$ cat src/logic/sckp_pkg.sv
// Constants, codes and state type of the power-state block
package sckp_pkg;

	// ****************************************
	// Register map
	// ****************************************
	localparam logic [3:0]  REG_CTRL       = 4'h0;
	localparam logic [3:0]  REG_STATUS     = 4'h4;
	localparam logic [3:0]  REG_ERR        = 4'h8;
	localparam int          CTRL_ODT_EN    = 0;
	localparam int          CTRL_SLOW_EXIT = 1;
	localparam int          CTRL_WR_LSB    = 2;
	localparam logic [4:0]  CTRL_RESET     = 5'h04;
	localparam int          ST_STATE_LSB   = 0;
	localparam int          ST_BANK_LSB    = 5;
	localparam int          ST_READ_OK     = 9;
	localparam int          ST_ODT_TERM    = 10;
	localparam int          ERR_ILLEGAL    = 0;
	localparam int          ERR_CKE_SHORT  = 1;
	localparam int          ERR_EARLY_READ = 2;
	localparam int          ERR_BUSY_ENTRY = 3;

	// ****************************************
	// Commands as {ras_n, cas_n, we_n}
	// ****************************************
	localparam logic [2:0]  CMD_NOP   = 3'h7;
	localparam logic [2:0]  CMD_ACT   = 3'h3;
	localparam logic [2:0]  CMD_READ  = 3'h5;
	localparam logic [2:0]  CMD_WRITE = 3'h4;
	localparam logic [2:0]  CMD_PRE   = 3'h2;
	localparam logic [2:0]  CMD_REF   = 3'h1;
	localparam logic [2:0]  CMD_LM    = 3'h0;

	// ****************************************
	// Timing in link clocks
	// ****************************************
	localparam int          XSRD_CLOCKS    = 200;
	localparam int          CKE_MIN_CLOCKS = 3;
	localparam int          XARD_CLOCKS    = 2;
	localparam int          XARDS_CLOCKS   = 7;
	localparam int          BURST_CLOCKS   = 2;

	typedef enum logic [4:0] {
		ST_IDLE   = 5'b0_0001,
		ST_ACTIVE = 5'b0_0010,
		ST_APD    = 5'b0_0100,
		ST_PPD    = 5'b0_1000,
		ST_SREF   = 5'b1_0000
	} sckp_state_t;

endpackage

$ cat src/logic/sckp_power_state.sv
// Clock-enable power-state control of the memory device
//
// Design decisions made here: the plain strobed port and the placing of the registers.
`timescale 1ns/10ps
// Overview of operation
// - Action from state, CKE pair, command
// - Power-down edges with NOP only, kind
// - Self refresh entry by REFRESH, idle
// - No refresh performed during power-down
// - No termination in self refresh
// - Write auto precharge closes after recovery
// - Entry one clock after REF, ACT, PRE
// - Write recovery field in clocks, rounded up
// - Exit speed bit selects read delay, active power-down exit only
// - Buffers off in power-down, DLL frozen in precharge power-down only
module sckp_power_state
	import sckp_pkg::*;
#(
	parameter int XSRD   = XSRD_CLOCKS,
	parameter int XARD   = XARD_CLOCKS,
	parameter int XARDS  = XARDS_CLOCKS,
	parameter int BURST  = BURST_CLOCKS
) (
	input  wire logic        clock_i,
	input  wire logic        arst_n_i,
	input  wire logic        ck_i,
	input  wire logic        cke_i,
	input  wire logic        cs_n_i,
	input  wire logic        ras_n_i,
	input  wire logic        cas_n_i,
	input  wire logic        we_n_i,
	input  wire logic        a10_i,
	input  wire logic [1:0]  ba_i,
	input  wire logic        odt_i,
	input  wire logic [3:0]  addr_i,
	input  wire logic [31:0] wdata_i,
	input  wire logic        wr_i,
	input  wire logic        rd_i,
	output logic      [31:0] rdata_o,
	output logic      [4:0]  state_o,
	output logic      [3:0]  banks_open_o,
	output logic             buffers_on_o,
	output logic             dll_frozen_o,
	output logic             odt_term_o,
	output logic             read_ok_o
);
	if (XSRD < 1 || XSRD > 255 || XARD < 1 || XARD > 255 ||
		XARDS < 1 || XARDS > 255 || BURST < 1 || BURST > 15) begin : g_chk
		$error("sckp_power_state: parameter out of range");
	end
	// ****************************************
	// State
	// ****************************************
	logic [9:0]  sync1, sync2, next_sync1, next_sync2;
	logic        ck_d, cke_prev, next_cke_prev;
	sckp_state_t state, next_state;
	logic [3:0]  banks, next_banks;
	logic [3:0]  busy_cnt, next_busy_cnt;
	logic [4:0]  wrap_cnt, next_wrap_cnt;
	logic [1:0]  wrap_ba, next_wrap_ba;
	logic [1:0]  cke_cnt, next_cke_cnt;
	logic [7:0]  ready_cnt, next_ready_cnt;
	logic [4:0]  ctrl, next_ctrl;
	logic [3:0]  err, next_err, err_set;
	logic [31:0] next_rdata;
	logic        next_buf, next_dll, next_odt, next_read_ok;
	logic        edge_ck, cke, cs_n, a10, odt, is_nop, entry;
	logic [2:0]  cmd;
	logic [1:0]  ba;
	assign edge_ck = sync2[9] & ~ck_d;
	assign cke     = sync2[8];
	assign cs_n    = sync2[7];
	assign cmd     = sync2[6:4];
	assign a10     = sync2[3];
	assign ba      = sync2[2:1];
	assign odt     = sync2[0];
	assign is_nop  = cs_n | (cmd == CMD_NOP);
	assign entry   = cke_prev & ~cke;
	// ****************************************
	// Next values
	// ****************************************
	always_comb begin
		next_sync1     = {ck_i, cke_i, cs_n_i, ras_n_i, cas_n_i, we_n_i,
			a10_i, ba_i, odt_i};
		next_sync2     = sync1;
		next_state     = state;
		next_banks     = banks;
		next_busy_cnt  = busy_cnt;
		next_wrap_cnt  = wrap_cnt;
		next_wrap_ba   = wrap_ba;
		next_cke_cnt   = cke_cnt;
		next_cke_prev  = cke_prev;
		next_ready_cnt = ready_cnt;
		err_set        = 4'h0;
		if (edge_ck) begin
			next_cke_prev = cke;
			if (busy_cnt != 4'h0)
				next_busy_cnt = busy_cnt - 4'h1;
			if (ready_cnt != 8'h00)
				next_ready_cnt = ready_cnt - 8'h01;
			if (wrap_cnt != 5'h00) begin
				next_wrap_cnt = wrap_cnt - 5'h01;
				if (wrap_cnt == 5'h01)
					next_banks[wrap_ba] = 1'b0;
			end
			if (cke != cke_prev) begin
				next_cke_cnt = 2'h1;
				if (cke_cnt < 2'(CKE_MIN_CLOCKS))
					err_set[ERR_CKE_SHORT] = 1'b1;
			end else if (cke_cnt < 2'(CKE_MIN_CLOCKS)) begin
				next_cke_cnt = cke_cnt + 2'h1;
			end
			unique case (state)
				ST_IDLE, ST_ACTIVE: begin
					if (entry) begin
						if (busy_cnt != 4'h0 || wrap_cnt > 5'h01)
							err_set[ERR_BUSY_ENTRY] = 1'b1;
						if (is_nop)
							next_state = (banks != 4'h0) ? ST_APD : ST_PPD;
						else if (cmd == CMD_REF && banks == 4'h0)
							next_state = ST_SREF;
						else
							err_set[ERR_ILLEGAL] = 1'b1;
					end else if (!cke) begin
						err_set[ERR_ILLEGAL] = 1'b1;
					end else begin
						unique case (cs_n ? CMD_NOP : cmd)
							CMD_ACT: next_banks[ba] = 1'b1;
							CMD_PRE: begin
								if (a10)
									next_banks = 4'h0;
								else
									next_banks[ba] = 1'b0;
							end
							CMD_READ: begin
								next_busy_cnt = 4'(BURST);
								if (ready_cnt != 8'h00)
									err_set[ERR_EARLY_READ] = 1'b1;
								if (a10) begin
									next_wrap_cnt = 5'(BURST);
									next_wrap_ba  = ba;
								end
							end
							CMD_WRITE: begin
								next_busy_cnt = 4'(BURST);
								if (a10) begin
									next_wrap_cnt = 5'(BURST) +
										{2'b00, ctrl[CTRL_WR_LSB+:3]};
									next_wrap_ba  = ba;
								end
							end
							CMD_LM:  next_busy_cnt = 4'(BURST);
							default: ;
						endcase
						next_state = (next_banks != 4'h0) ?
							ST_ACTIVE : ST_IDLE;
					end
				end
				ST_APD, ST_PPD: begin
					if (cke) begin
						if (!is_nop)
							err_set[ERR_ILLEGAL] = 1'b1;
						next_state = (banks != 4'h0) ? ST_ACTIVE : ST_IDLE;
						next_ready_cnt = (state == ST_APD &&
							ctrl[CTRL_SLOW_EXIT]) ? 8'(XARDS) : 8'(XARD);
					end
				end
				ST_SREF: begin
					if (cke) begin
						if (!is_nop)
							err_set[ERR_ILLEGAL] = 1'b1;
						next_state     = ST_IDLE;
						next_ready_cnt = 8'(XSRD);
					end
				end
			endcase
		end
		next_ctrl = ctrl;
		if (wr_i && addr_i == REG_CTRL)
			next_ctrl = wdata_i[4:0];
		next_err = err;
		if (wr_i && addr_i == REG_ERR)
			next_err = err & ~wdata_i[3:0];
		next_err = next_err | err_set;
		next_rdata = 32'h0000_0000;
		if (rd_i) begin
			unique case (addr_i)
				REG_CTRL:   next_rdata[4:0] = ctrl;
				REG_STATUS: begin
					next_rdata[ST_STATE_LSB+:5] = state;
					next_rdata[ST_BANK_LSB+:4]  = banks;
					next_rdata[ST_READ_OK]      = read_ok_o;
					next_rdata[ST_ODT_TERM]     = odt_term_o;
				end
				REG_ERR:    next_rdata[3:0] = err;
				default:    ;
			endcase
		end
		next_buf     = next_state inside {ST_IDLE, ST_ACTIVE};
		next_dll     = next_state == ST_PPD;
		next_odt     = odt & ctrl[CTRL_ODT_EN] & (next_state != ST_SREF);
		next_read_ok = next_ready_cnt == 8'h00;
	end
	// ****************************************
	// Registers
	// ****************************************
	always_ff @(posedge clock_i or negedge arst_n_i) begin
		if (!arst_n_i) begin
			sync1        <= 10'h000;
			sync2        <= 10'h000;
			ck_d         <= 1'b0;
			cke_prev     <= 1'b0;
			state        <= ST_IDLE;
			banks        <= 4'h0;
			busy_cnt     <= 4'h0;
			wrap_cnt     <= 5'h00;
			wrap_ba      <= 2'h0;
			cke_cnt      <= 2'(CKE_MIN_CLOCKS);
			ready_cnt    <= 8'h00;
			ctrl         <= CTRL_RESET;
			err          <= 4'h0;
			rdata_o      <= 32'h0000_0000;
			buffers_on_o <= 1'b1;
			dll_frozen_o <= 1'b0;
			odt_term_o   <= 1'b0;
			read_ok_o    <= 1'b1;
		end else begin
			sync1        <= next_sync1;
			sync2        <= next_sync2;
			ck_d         <= sync2[9];
			cke_prev     <= next_cke_prev;
			state        <= next_state;
			banks        <= next_banks;
			busy_cnt     <= next_busy_cnt;
			wrap_cnt     <= next_wrap_cnt;
			wrap_ba      <= next_wrap_ba;
			cke_cnt      <= next_cke_cnt;
			ready_cnt    <= next_ready_cnt;
			ctrl         <= next_ctrl;
			err          <= next_err;
			rdata_o      <= next_rdata;
			buffers_on_o <= next_buf;
			dll_frozen_o <= next_dll;
			odt_term_o   <= next_odt;
			read_ok_o    <= next_read_ok;
		end
	end
	assign state_o      = state;
	assign banks_open_o = banks;
endmodule

$ cat config.mk
export PLATFORM = sky130hd
export DESIGN_NAME = sckp_power_state
export DESIGN_NICKNAME = d
export VERILOG_FILES = /design/src/logic/sckp_pkg.sv /design/src/logic/sckp_power_state.sv
export SDC_FILE = /design/constraint.sdc
export NUM_CORES = 1
export LEC_CHECK = 0
export BUFFER_PORTS_ARGS = -buffer_cell sky130_fd_sc_hd__buf_2
export CORE_MARGIN = 2
export CORE_UTILIZATION = 40
export CTS_CLUSTER_SIZE = 10
export DETAILED_ROUTE_END_ITERATION = 16
export HOLD_SLACK_MARGIN = 0.06
export SLEW_MARGIN = 20
export SYNTH_ARGS = -nofsm -noshare
export SYNTH_HDL_FRONTEND = slang
export SYNTH_SLANG_ARGS = --single-unit
export TNS_END_PERCENT = 100
$ cat constraint.sdc
create_clock -name clock_i -period 5.7 [get_ports clock_i]
set_input_delay 0.855 -clock clock_i [delete_from_list [all_inputs] [get_ports clock_i]]
set_output_delay 0.855 -clock clock_i [all_outputs]
set_load 0.02 [all_outputs]
-- After elaboration in Yosys (flattened, before gate mapping)
Index checks and enable logic that the tools add are counted.
- output and inout bits: 45
- logic and storage cells: 159
- bits of input ports: 50
- bits in registers: 76
- order comparisons: 6
- add/sub/neg operators: 5
- bitwise logic cells: 16
- equality and inequality tests: 19
- reductions and logical operators: 25
- muxes and demuxes: 70
- operator list (operator ; count):
    $mux 4 ; 19
    $mux 5 ; 13
    $mux 8 ; 4
    $mux 1 ; 16
    $pmux 8 s2 ; 1
    $eq 5x1->1 const B ; 3
    $pmux 5 s3 ; 1
    $and 4x4->4 ; 3
    $not 4->4 ; 3
    $pmux 4 s3 ; 1
    $reduce_bool 4->1 ; 3
    $mux 11 ; 1
    $eq 5x2->1 const B ; 2
    $eq 5x4->1 const B ; 2
    $mux 2 ; 5
    $pmux 5 s2 ; 1
    $eq 3x3->1 const B ; 3
    $logic_not 4->1 ; 2
    $logic_not 8->1 ; 1
    $or 4x4->4 ; 2
    $pmux 4 s2 ; 1
    $reduce_bool 8->1 ; 1
    $sub 8x1->8 const B ; 1
    $eq 3x2->1 const B ; 2
    other kinds (31) ; 50

-- Logic depth before layout (Yosys ltp)
Gate-level depths: netlist of run 1.
- word-level depth: 24
- depth in mapped cells: 11
- depth with buffers taken out: 9

-- Worst setup path before layout of run 1
Ideal clock, no wire load.
- kind: register to register
- start point: reg wrap_cnt[0]
- end point: reg dll_frozen_o
- data arrival time: 2.408 ns
- buffers on the path: 0
- setup time: 0.095 ns
- period minus slack after synthesis: 2.504 ns
- required time: 5.605 ns
- stages on the path, launching flop included: 10
- slack: 3.196 ns
- cell sequence: dfrtp_1 -> inv_1 -> ha_1 -> nor4_1 -> nand4b_1 -> a32oi_1 -> and4_1 -> o41a_2 -> nand2_1 -> nor4b_2
- word-level cells in the longest chain between the ends: 18
- elaborated cells between the ends (all ways): 20
- classes of those cells: eq/ne (2); mux (14); bitwise (2); reduce/logical (2)
- ends and longest elaborated chain (what ; line ; text):
    start, declared ; sckp_power_state.sv:59 ; logic [4:0] wrap_cnt, next_wrap_cnt;
    start signal, assigned ; sckp_power_state.sv:235 ; wrap_cnt <= next_wrap_cnt;
    $eq 5x1->1 ; sckp_power_state.sv:103 ; if (wrap_cnt == 5'h01)
    $mux 4 ; sckp_power_state.sv:103 ;
    $mux 4 * ; sckp_power_state.sv:101 ; if (wrap_cnt != 5'h00) begin
    $mux 4 * ; sckp_power_state.sv:95 ; if (edge_ck) begin
    $and 4x4->4 (no line) ; -- ;
    $mux 4 ; sckp_power_state.sv:130 ; if (a10)
    $pmux 4 s2 * ; sckp_power_state.sv:127 ; unique case (cs_n ? CMD_NOP : cmd)
    $mux 4 * ; sckp_power_state.sv:124 ; end else if (!cke) begin
    [3 not listed] ; -- ;
    $reduce_bool 4->1 * ; sckp_power_state.sv:155 ; next_state = (next_banks != 4'h0) ?
    $mux 2 * ; sckp_power_state.sv:155 ;
    $mux 5 * ; sckp_power_state.sv:124 ;
    $mux 5 * ; sckp_power_state.sv:115 ; if (entry) begin
    $pmux 5 s3 * ; sckp_power_state.sv:113 ; unique case (state)
    $mux 5 * ; sckp_power_state.sv:95 ;
    $eq 5x4->1 * ; sckp_power_state.sv:200 ; next_dll = next_state == ST_PPD;
    net next_dll ; sckp_power_state.sv:66 ; logic next_buf, next_dll, next_odt, next_read_ok;
    end signal, assigned ; sckp_power_state.sv:243 ; dll_frozen_o <= next_dll;
    end, declared ; sckp_power_state.sv:43 ; output logic dll_frozen_o,
Mark *: on every way through the listed nets, which the timed path passes. The rest lies on a longest branch. The select of a mux whose other input is x is not followed.
A chain may end at the register's enable or synchronous reset.

-- Worst setup path after layout of run 1
Same ends and word-level chain as after synthesis.

==> results of run 1 <==
-- worst reg2reg max path, cell delays in order, from the launching register on --
cell      delay (ns)
dfrtp_1         0.42
inv_1           0.10
ha_1            0.26
nor4_1          0.82
nand4b_1        0.27
a32oi_1         0.34
and4_1          0.35
o41a_2          0.20
nand2_1         0.08
nor4b_2         0.22
-- per-stage QoR --
| step | hold slack, ns | setup WS, ns | total power [mW] | instance area [sq um] |
|---|---|---|---|---|
| after detailed placement | 0.335 | 2.63 | 1.29 | 4160 |
| after CTS | 0.353 | 2.59 | 1.77 | 4390 |
| after global placement | 0.334 | 2.72 | 1.28 | 4150 |
| after global routing | 0.359 | 2.31 | 1.89 | 4390 |
| after floorplan | 0.331 | 3.20 | 1.16 | 3990 |
| final | 0.350 | 2.56 | 1.76 | 4390 |
-- registers in the layout, summed over array words and instances, names as in the netlist, 5 cells and up --
register and cells:
sync2 10, ready_cnt 8, state_o 5, wrap_cnt 5
rdata_o 11, ctrl 5, next_sync2 10
-- layout make-up --
cell class              count  area (sq um)
repair buffers             47           240
inverters                  20          75.1
multi-input cells         281          1770
fillers                   938          5250
flip-flops and latches     76          1910
clock inverters             4          70.1
clock buffers              12           165
well taps                 133           166
-- kinds of logic (layout without fill, tap and decap cells) --
group | after synthesis | count (layout)
simple gates | 131 | 131
mux | 14 | 14
flops | 76 | 76
buf+inv | 57 | 83
other cells | 1 | 21
compound gates | 101 | 101
xor+xnor | 5 | 5
fa+ha+maj | 9 | 9
-- layout by cell type, fill, tap and decap left out, drive strengths merged, types with 7 or more instances in the layout --
master and count:
o21ai 29, a32oi 7, clkbuf 12, dfrtp 70, ha 9, nor3 11, and2 9, buf 47
a21oi 24, inv 20, nand3 7, nand2 26, mux2 8, nor2 30, nor2b 8, conb 21
-- power breakdown --
part | internal [mW] | switching, mW
combinational | 0.215 | 0.303
sequential | 0.653 | 0.112
clock | 0.281 | 0.191
total | 1.15 | 0.607
-- path summary, 6_finish.rpt --
kind	start	end	slack, ns	depth (start not counted)
setup / recovery	wrap_cnt[0]	dll_frozen_o	2.56	9
hold / removal	next_sync2[0]	sync2[0]	0.35	0
setup reg to reg	wrap_cnt[0]	dll_frozen_o	2.56	9
hold reg to reg	next_sync2[0]	sync2[0]	0.35	0
max in group asynchronous	arst_n_i	rdata_o[1]	4.47	1
min in group asynchronous	arst_n_i	banks_open_o[2]	0.65	1
-- per-layer routing --
metal | wire length (um) | GRT usage, %
met5 | 0 | 0
met4 | 144 | 6.98
met3 | 465 | 3.66
met2 | 3620 | 24.5
met1 | 4050 | 24.8
==> run summary, run 1 <==
Status -> finished clean
Synthesis-to-finish area growth -> 12.2%
Share of cells above drive strength 1 -> 19.1%
Setup violators final -> 0
Max Clk Rate -> 0.319 GHz
Crit path kind -> flop to flop
Vias -> 2,971
Initial Util -> 40.6%
Fin crit share -> 55.0%
Port buffer count -> 46
Prevailing post-synth register cell -> dfrtp_1
WL per Instance -> 14.5 um
Max-slew headroom -> 38.1%
Global route overflow -> 0
Top post-synthesis cells by area -> dfrtp_1 45%, buf_4 4.8%, dfstp_2 4.0%, o21ai_0 3.6%, a21oi_1 3.1%
Die Ht -> 103 um
DR vias/cell -> 5.18
CP Buf/Inv Count -> 1
Crit path DAT -> 3.39 ns
CTS tree -> built
Mux share of post-synthesis cell area -> 3.83%
Pleak -> 2.04 nW
CTS resizes -> 0
Setup_tns -> 0 ns
Crit path max-delay cell type -> nor4_1
Critical path required time -> 5.96 ns
Syn. warnings -> 0
Worst-path maximum fanout -> 6
DRC violations left -> 0
Largest family of logic cells by synthesized area -> simple AND/OR/NAND/NOR gates
PwrDens -> 400 nW/um^2
Initial antenna violation count -> 0
Compound-cell area share of the yosys netlist -> 16.9%
H-tree depth -> 3
Worst VDD drop -> 0.000155 V
Synthesis-stage register bit count -> 76
Worst path cell trace -> inv_1 > ha_1 > nor4_1 > nand4b_1 > a32oi_1 > and4_1 > o41a_2 > nand2_1 > nor4b_2
Cts bufs inserted -> 9
Critical Path Max Stage Delay -> 0.82 ns
Synth Area in XOR/XNOR -> 1.12%
Die area -> 10,600 sq um
Vias in the first global route -> 2,714
Simple-gate share of the synthesized area -> 18.1%
Post-synthesis adder-cell area fraction -> 2.87%
Gp weighted congestion -> 0.878
Yosys top cell area share -> 44.7%
Startpoint types -> flop
Final hold vios -> 0
Cell Count, Final, Fillers Out -> 573
Site Rows -> 36
Minimum clock period -> 3.14 ns
Synthesized area -> 3920 sq um
Final Net Count -> 494
Actual slew at the worst max-slew pin -> 0.921 ns
First-pass GRT wire length -> 13,800 um
Synth area leader -> dfrtp_1
CTS Root Cell -> clkbuf_8
Clk Latency, worst-skew pair -> 0.35 ns
Synth Area per Inst -> 9.94 sq um
Worst Clk Skew -> 0.00722 ns
Netlist cell types -> 57
Final wirelength -> 8290 um
Clock sinks -> 76
Setup bufs post-CTS -> 0
TritonRoute pass-1 iters -> 4
Core Area -> 9640 sq um
Total track usage -> 17.0%
Final Max Tran Viols -> 0
EDFF count, synth -> 0
Hold crit path type -> flop to flop
Reg clk slew, reported paths -> 0.08 ns
Remaining antenna violation count after routing -> 0
Starting DRT DRC Count -> 269
Register area share after synthesis -> 48.7%
Crit path max-delay family -> simple AND/OR/NAND/NOR gates
Largest net degree at the start of global routing -> 77
Ports -> 95
Die outline width -> 103 um
Post-Synthesis Cells -> 394
Crit end category -> flop
Post-DP HPWL -> 5820 um
Core Util, Final -> 45.6%
Longest Clk Path Bufs -> 2
Antenna diodes -> 0
Post-synth ARST share -> 100%
# hold bufs at CTS -> 0
Most frequent cell after synthesis -> dfrtp_1
RSZ-0062 raised after global routing -> no
MaxCap Viol Count -> 0
Placed cells -> 557
Top cells by count, synth -> 70 x dfrtp_1, 30 x nor2_1, 28 x o21ai_0
No activity file was read; power rests on OpenSTA's default activity.
==> inputs of run 2 (changes only) <==
--- a/config.mk
+++ b/config.mk
@@ -5,6 +5,7 @@
 export SDC_FILE = /design/constraint.sdc
 export NUM_CORES = 1
 export LEC_CHECK = 0
+export ABC_AREA = 1
 export BUFFER_PORTS_ARGS = -buffer_cell sky130_fd_sc_hd__buf_2
 export CORE_MARGIN = 2
 export CORE_UTILIZATION = 40
==> constraint.sdc (replaced) <==
create_clock -name clock_i -period 3.2 [get_ports clock_i]
set_input_delay 0.48 -clock clock_i [delete_from_list [all_inputs] [get_ports clock_i]]
set_output_delay 0.48 -clock clock_i [all_outputs]
set_load 0.02 [all_outputs]
==> run summary, run 2 <==
Synthesis-stage register bit count -> 76
Syn. warnings -> 0
Crit end category -> flop
Final Power -> 3.34 mW
Global route overflow -> 0
Fin crit share -> 67.4%
Synth area leader -> dfrtp_1
Die Ht -> 104 um
Most common cell after layout, fill and taps aside -> nand2_1
Setup bufs post-CTS -> 0
PwrDens -> 741 nW/um^2
Clock sinks -> 76
Yosys top cell area share -> 44.0%
Synthesized area -> 3980 sq um
Setup violators final -> 0
Crit path kind -> flop to flop
Longest Clk Path Bufs -> 2
Post-Synthesis Cells -> 476
Die outline width -> 104 um
Largest net degree at the start of global routing -> 77
Worst Clk Skew -> 0.0127 ns
Setup_tns -> 0 ns
Cts bufs inserted -> 9
Starting DRT DRC Count -> 160
Crit path DAT -> 2.40 ns
Worst-path maximum fanout -> 4
Actual slew at the worst max-slew pin -> 0.949 ns
Final Max Tran Viols -> 0
Ports -> 95
Synthesis-to-finish area growth -> 13.4%
Top cells by count, synth -> 102 x nand2_1, 70 x dfrtp_1, 61 x inv_1
Total track usage -> 16.6%
CTS resizes -> 0
Site Rows -> 36
EDFF count, synth -> 0
Commonest cells after routing, fill and taps aside -> 102 x nand2_1, 70 x dfrtp_1, 61 x inv_1
Fill count -> 958
H-tree depth -> 3
Core Area -> 9730 sq um
Port buffer count -> 46
Netlist cell types -> 43
Antenna diodes -> 0
WL per Instance -> 12.5 um
CTS tree -> built
First-pass GRT wire length -> 14,600 um
Final wirelength -> 8320 um
Reg clk slew, reported paths -> 0.09 ns
Post-synth ARST share -> 100%
Seq. cell area -> 1910 sq um
Remaining antenna violation count after routing -> 0
CTS Root Cell -> clkbuf_8
Max Clk Rate -> 0.463 GHz
Top post-synthesis cells by area -> dfrtp_1 44%, nand2_1 9.6%, inv_1 5.8%, nand3_1 5.0%, dfstp_2 4.0%
Final Net Count -> 588
Largest reg by FF count -> rdata_o
RSZ-0062 raised after global routing -> no
MaxCap Viol Count -> 0
Register area share after synthesis -> 48.0%
Pleak -> 2.33 nW
Status -> finished clean
Most frequent cell after synthesis -> nand2_1
Clk Latency, worst-skew pair -> 0.35 ns
Minimum clock period -> 2.16 ns
Hold crit path type -> primary input to flop
Max-slew headroom -> 36.7%
DR vias/cell -> 4.69
Critical path required time -> 3.45 ns
Die area -> 10,800 sq um
Post-DP HPWL -> 6090 um
Vias in the first global route -> 3,109
DRC violations left -> 0
Multi-input gate area -> 1690 sq um
Startpoint types -> flop
Final hold vios -> 0
# hold bufs at CTS -> 0
Synth Area per Inst -> 8.36 sq um
Initial antenna violation count -> 0
Share of cells above drive strength 1 -> 19.7%
Worst VDD drop -> 0.000339 V
Number of flip-flops in the largest register -> 11
Initial Util -> 40.9%
Gp weighted congestion -> 0.844
Prevailing post-synth register cell -> dfrtp_1
TritonRoute pass-1 iters -> 4
Vias -> 3,131
-- run 2: changes by cell type in the layout (fill, tap and decap cells not counted), sizes merged, moves of 7 or more --
cell | before | now
a21oi | 24 | 15
a32oi | 7 | 0
and2 | 9 | 0
inv | 20 | 73
nand2 | 26 | 107
nand3 | 7 | 41
nor2 | 30 | 48
nor2b | 8 | 0
-- run 2: final cells by class --
| type | count | area share, % |
|---|---|---|
| clock buffers | 10 | 3.05 |
| clock inverters | 6 | 1.91 |
| inverters | 72 | 6.04 |
| multi-input cells | 322 | 37.5 |
| flip-flops and latches | 76 | 42.3 |
| well taps | 133 | 3.69 |
| repair buffers | 48 | 5.49 |
-- run 2: logic make-up (layout without fill, tap and decap cells) --
group	Yosys count	in the layout	share of synthesized area, %
AO/OA/AOI/OAI	67	67	9.90
XOR/XNOR	10	10	2.20
adder cells (fa/ha/maj)	9	9	2.83
buffers and inverters	98	136	11.3
flip-flops	76	76	48.0
multiplexers	2	2	0.566
other	1	21	0.0942
AND/OR/NAND/NOR	213	213	25.1
-- run 2: critical path, cell delays in order (launching register included) --
cell and delay, ns:
dfrtp_1 0.39, inv_1 0.12, ha_1 0.15, inv_1 0.05, nor2_2 0.17, nand3_2 0.12, o21ai_2 0.17, nand2_1 0.07
nand2_1 0.07, nand2_1 0.06, o21ai_1 0.22, nand2_1 0.08, nand2_1 0.06, nand2_1 0.05, nand2_2 0.08, nand3_1 0.09
nand2_1 0.07, inv_1 0.03
-- run 2: routing by layer --
metal  GRT usage [%]  part of all wire (%)  up-vias  routed length [um]
met5               0                     0        -                   0
met2            26.2                    46       77                3820
met4            5.41                   1.1        0                  95
met3            3.46                   4.1        6                 340
met1            22.8                    49     1454                4070
li1                -                     -     1594                   -
-- run 2: where the power goes --
group | total, mW | switching [mW] | internal (mW)
Clock | 0.825 | 0.364 | 0.461
Combinational | 1.14 | 0.722 | 0.418
Sequential | 1.38 | 0.192 | 1.19
Total | 3.34 | 1.28 | 2.07
-- run 2: worst paths after layout --
check / start / endpoint / slack (ns) / cells past startpoint
setup / recovery: wrap_cnt[1] / odt_term_o / 1.04 / 17
hold / removal: ck_i / next_sync2[9] / 0.24 / 1
setup reg to reg: wrap_cnt[1] / odt_term_o / 1.04 / 17
hold reg to reg: next_sync2[4] / sync2[4] / 0.35 / 0
max in group asynchronous: arst_n_i / state_o[3] / 2.32 / 1
min in group asynchronous: arst_n_i / busy_cnt[3] / 0.27 / 1
-- run 2: metrics by stage --
stage | utilization (%) | instance area [sq um] | setup WS [ns] | std cells | hold WS, ns
floorplan | - | 4060 | 1.36 | 496 | 0.184
global placement | 44.1 | 4290 | 1.06 | 651 | 0.332
detailed placement | 44.1 | 4290 | 1.06 | 651 | 0.336
CTS | 46.4 | 4510 | 1.03 | 667 | 0.219
global route | 46.4 | 4510 | 0.780 | 667 | 0.211
finish | 46.4 | 4510 | 1.04 | 667 | 0.237
==> inputs of run 3 (changes only) <==
==> constraint.sdc (replaced) <==
create_clock -name clock_i -period 2.05 [get_ports clock_i]
set_input_delay 0.3075 -clock clock_i [delete_from_list [all_inputs] [get_ports clock_i]]
set_output_delay 0.3075 -clock clock_i [all_outputs]
set_load 0.02 [all_outputs]
==> run summary, run 3 (synthesis gave the netlist of run 2 again) <==
Hold crit path type -> primary input to flop
Final Max Tran Viols -> 0
Most common cell after layout, fill and taps aside -> nand2_1
Longest Clk Path Bufs -> 2
Die Ht -> 104 um
Clk Latency, worst-skew pair -> 0.35 ns
Minimum clock period -> 2.00 ns
Reg clk slew, reported paths -> 0.08 ns
Vias in the first global route -> 3,155
Site Rows -> 36
Post-DP HPWL -> 6470 um
H-tree depth -> 3
Crit path max-delay cell type -> dfrtp_1
MaxCap Viol Count -> 0
TritonRoute pass-1 iters -> 5
Worst VDD drop -> 0.000442 V
Crit path kind -> flop to flop
Largest net degree at the start of global routing -> 43
Share of cells above drive strength 1 -> 24.2%
Remaining antenna violation count after routing -> 0
Max Clk Rate -> 0.500 GHz
Fin crit share -> 97.6%
Core Util, Final -> 49.8%
Largest reg by FF count -> rdata_o
DRC violations left -> 0
Post-Place Cell Area -> 4450 sq um
Startpoint types -> flop
Cts bufs inserted -> 9
Core Area -> 9730 sq um
Worst Clk Skew -> 0.00781 ns
Total track usage -> 16.9%
Crit path DAT -> 2.25 ns
Post-route cell area -> 4850 sq um
Hold_sp -> wdata_i[4]
Critical path required time -> 2.30 ns
Ports -> 95
Vias -> 3,255
Pleak -> 2.48 nW
RSZ-0062 raised after global routing -> yes
Final wirelength -> 8640 um
Port buffer count -> 46
WL per Instance -> 12.4 um
CTS tree -> built
Most used cell, CP -> nand2_1
Fill count -> 930
Antenna diodes -> 0
Setup violators final -> 0
Initial antenna violation count -> 0
Crit end category -> flop
Initial Util -> 40.9%
Starting DRT DRC Count -> 165
Status -> finished clean
Number of flip-flops in the largest register -> 11
Commonest cells after routing, fill and taps aside -> 100 x nand2_1, 69 x dfrtp_1, 57 x inv_1
PwrDens -> 1130 nW/um^2
Final Net Count -> 619
Gp weighted congestion -> 0.923
Global route overflow -> 0
Setup_tns -> 0 ns
Worst-path maximum fanout -> 4
Reg2reg start -> wrap_cnt[1]
First-pass GRT wire length -> 14,700 um
Final hold vios -> 0
Die area -> 10,800 sq um
CP Launch Point -> wrap_cnt[1]
Critical Path Max Stage Delay -> 0.39 ns
Synthesis-to-finish area growth -> 21.8%
Die outline width -> 104 um
Worst path cell trace -> inv_2 > ha_4 > inv_2 > nor2_4 > nand3_2 > o21ai_2 > nand2_1 > nand2_1 > nand2_1 > o21ai_2 > nand2_1 > nand2_1 > nand2_1 > nand2_2 > nand3_2 > nand2_1 > inv_1
Clock sinks -> 76
DR vias/cell -> 4.66
CTS Root Cell -> clkbuf_8
## run 3: layout make-up
cell class,count,area (sq um),share of cell area (%)
clock buffers,12,155,3.20
clock inverters,4,72.6,1.50
inverters,72,273,5.62
multi-input cells,322,1750,36.1
flip-flops and latches,76,1910,39.4
well taps,133,166,3.43
repair buffers,79,520,10.7
## run 3: critical path: cells and delay by family, from the launching register on
kind / cells / cell delay, ns
and+or+nand+nor: 11 / 0.85
AOI/OAI and AO/OA: 2 / 0.35
buffers and inverters: 3 / 0.17
adders and majority gates: 1 / 0.14
DFF: 1 / 0.39
## run 3: metal layers
metal | global-route usage (%) | part of all wire [%] | vias up | routed length, um
li1 | - | - | 1657 | -
met1 | 22.2 | 45 | 1493 | 3900
met2 | 27.2 | 48 | 93 | 4110
met3 | 4.28 | 5.3 | 12 | 460
met4 | 6.27 | 1.9 | 0 | 168
met5 | 0 | 0 | - | 0
## run 3: through the flow
| step | power (mW) | std cells | hold slack, ns | worst slack [ns] |
|---|---|---|---|---|
| 3_3_place_gp | 4.05 | 670 | 0.297 | 0.0119 |
| 4_1_cts | 5.45 | 697 | 0.168 | 0.0262 |
| 6_report | 5.48 | 698 | 0.185 | 0.0495 |
| 3_5_place_dp | 4.11 | 670 | 0.303 | -0.00590 |
| 5_1_grt | 5.93 | 698 | 0.178 | -0.108 |
| 2_1_floorplan | 3.50 | 496 | 0.0119 | 0.207 |
## run 3: worst paths after layout
check | depth (start not counted) | end | slack (ns)
setup / recovery | 17 | odt_term_o | 0.05
hold / removal | 2 | ctrl[4] | 0.18
setup reg to reg | 17 | odt_term_o | 0.05
hold reg to reg | 0 | sync2[9] | 0.35
max in group asynchronous | 3 | buffers_on_o | 0.96
min in group asynchronous | 2 | banks_open_o[0] | 0.45
## run 3: what timing repair did
action / CTS / global route
buffers inserted: 0 / 1
pin swaps: 0 / 5
gates resized for setup: 1 / 17
hold endpoints to repair: 43 / 0
hold buffers: 11 / 0
setup endpoints to repair: 1 / 5
## run 3: power by group
group          leakage (nW)  internal [mW]  switching (mW)  total, mW
Sequential            0.931           1.85           0.287       2.14
Clock                 0.113          0.751           0.537       1.29
Combinational          1.43          0.823            1.23       2.05
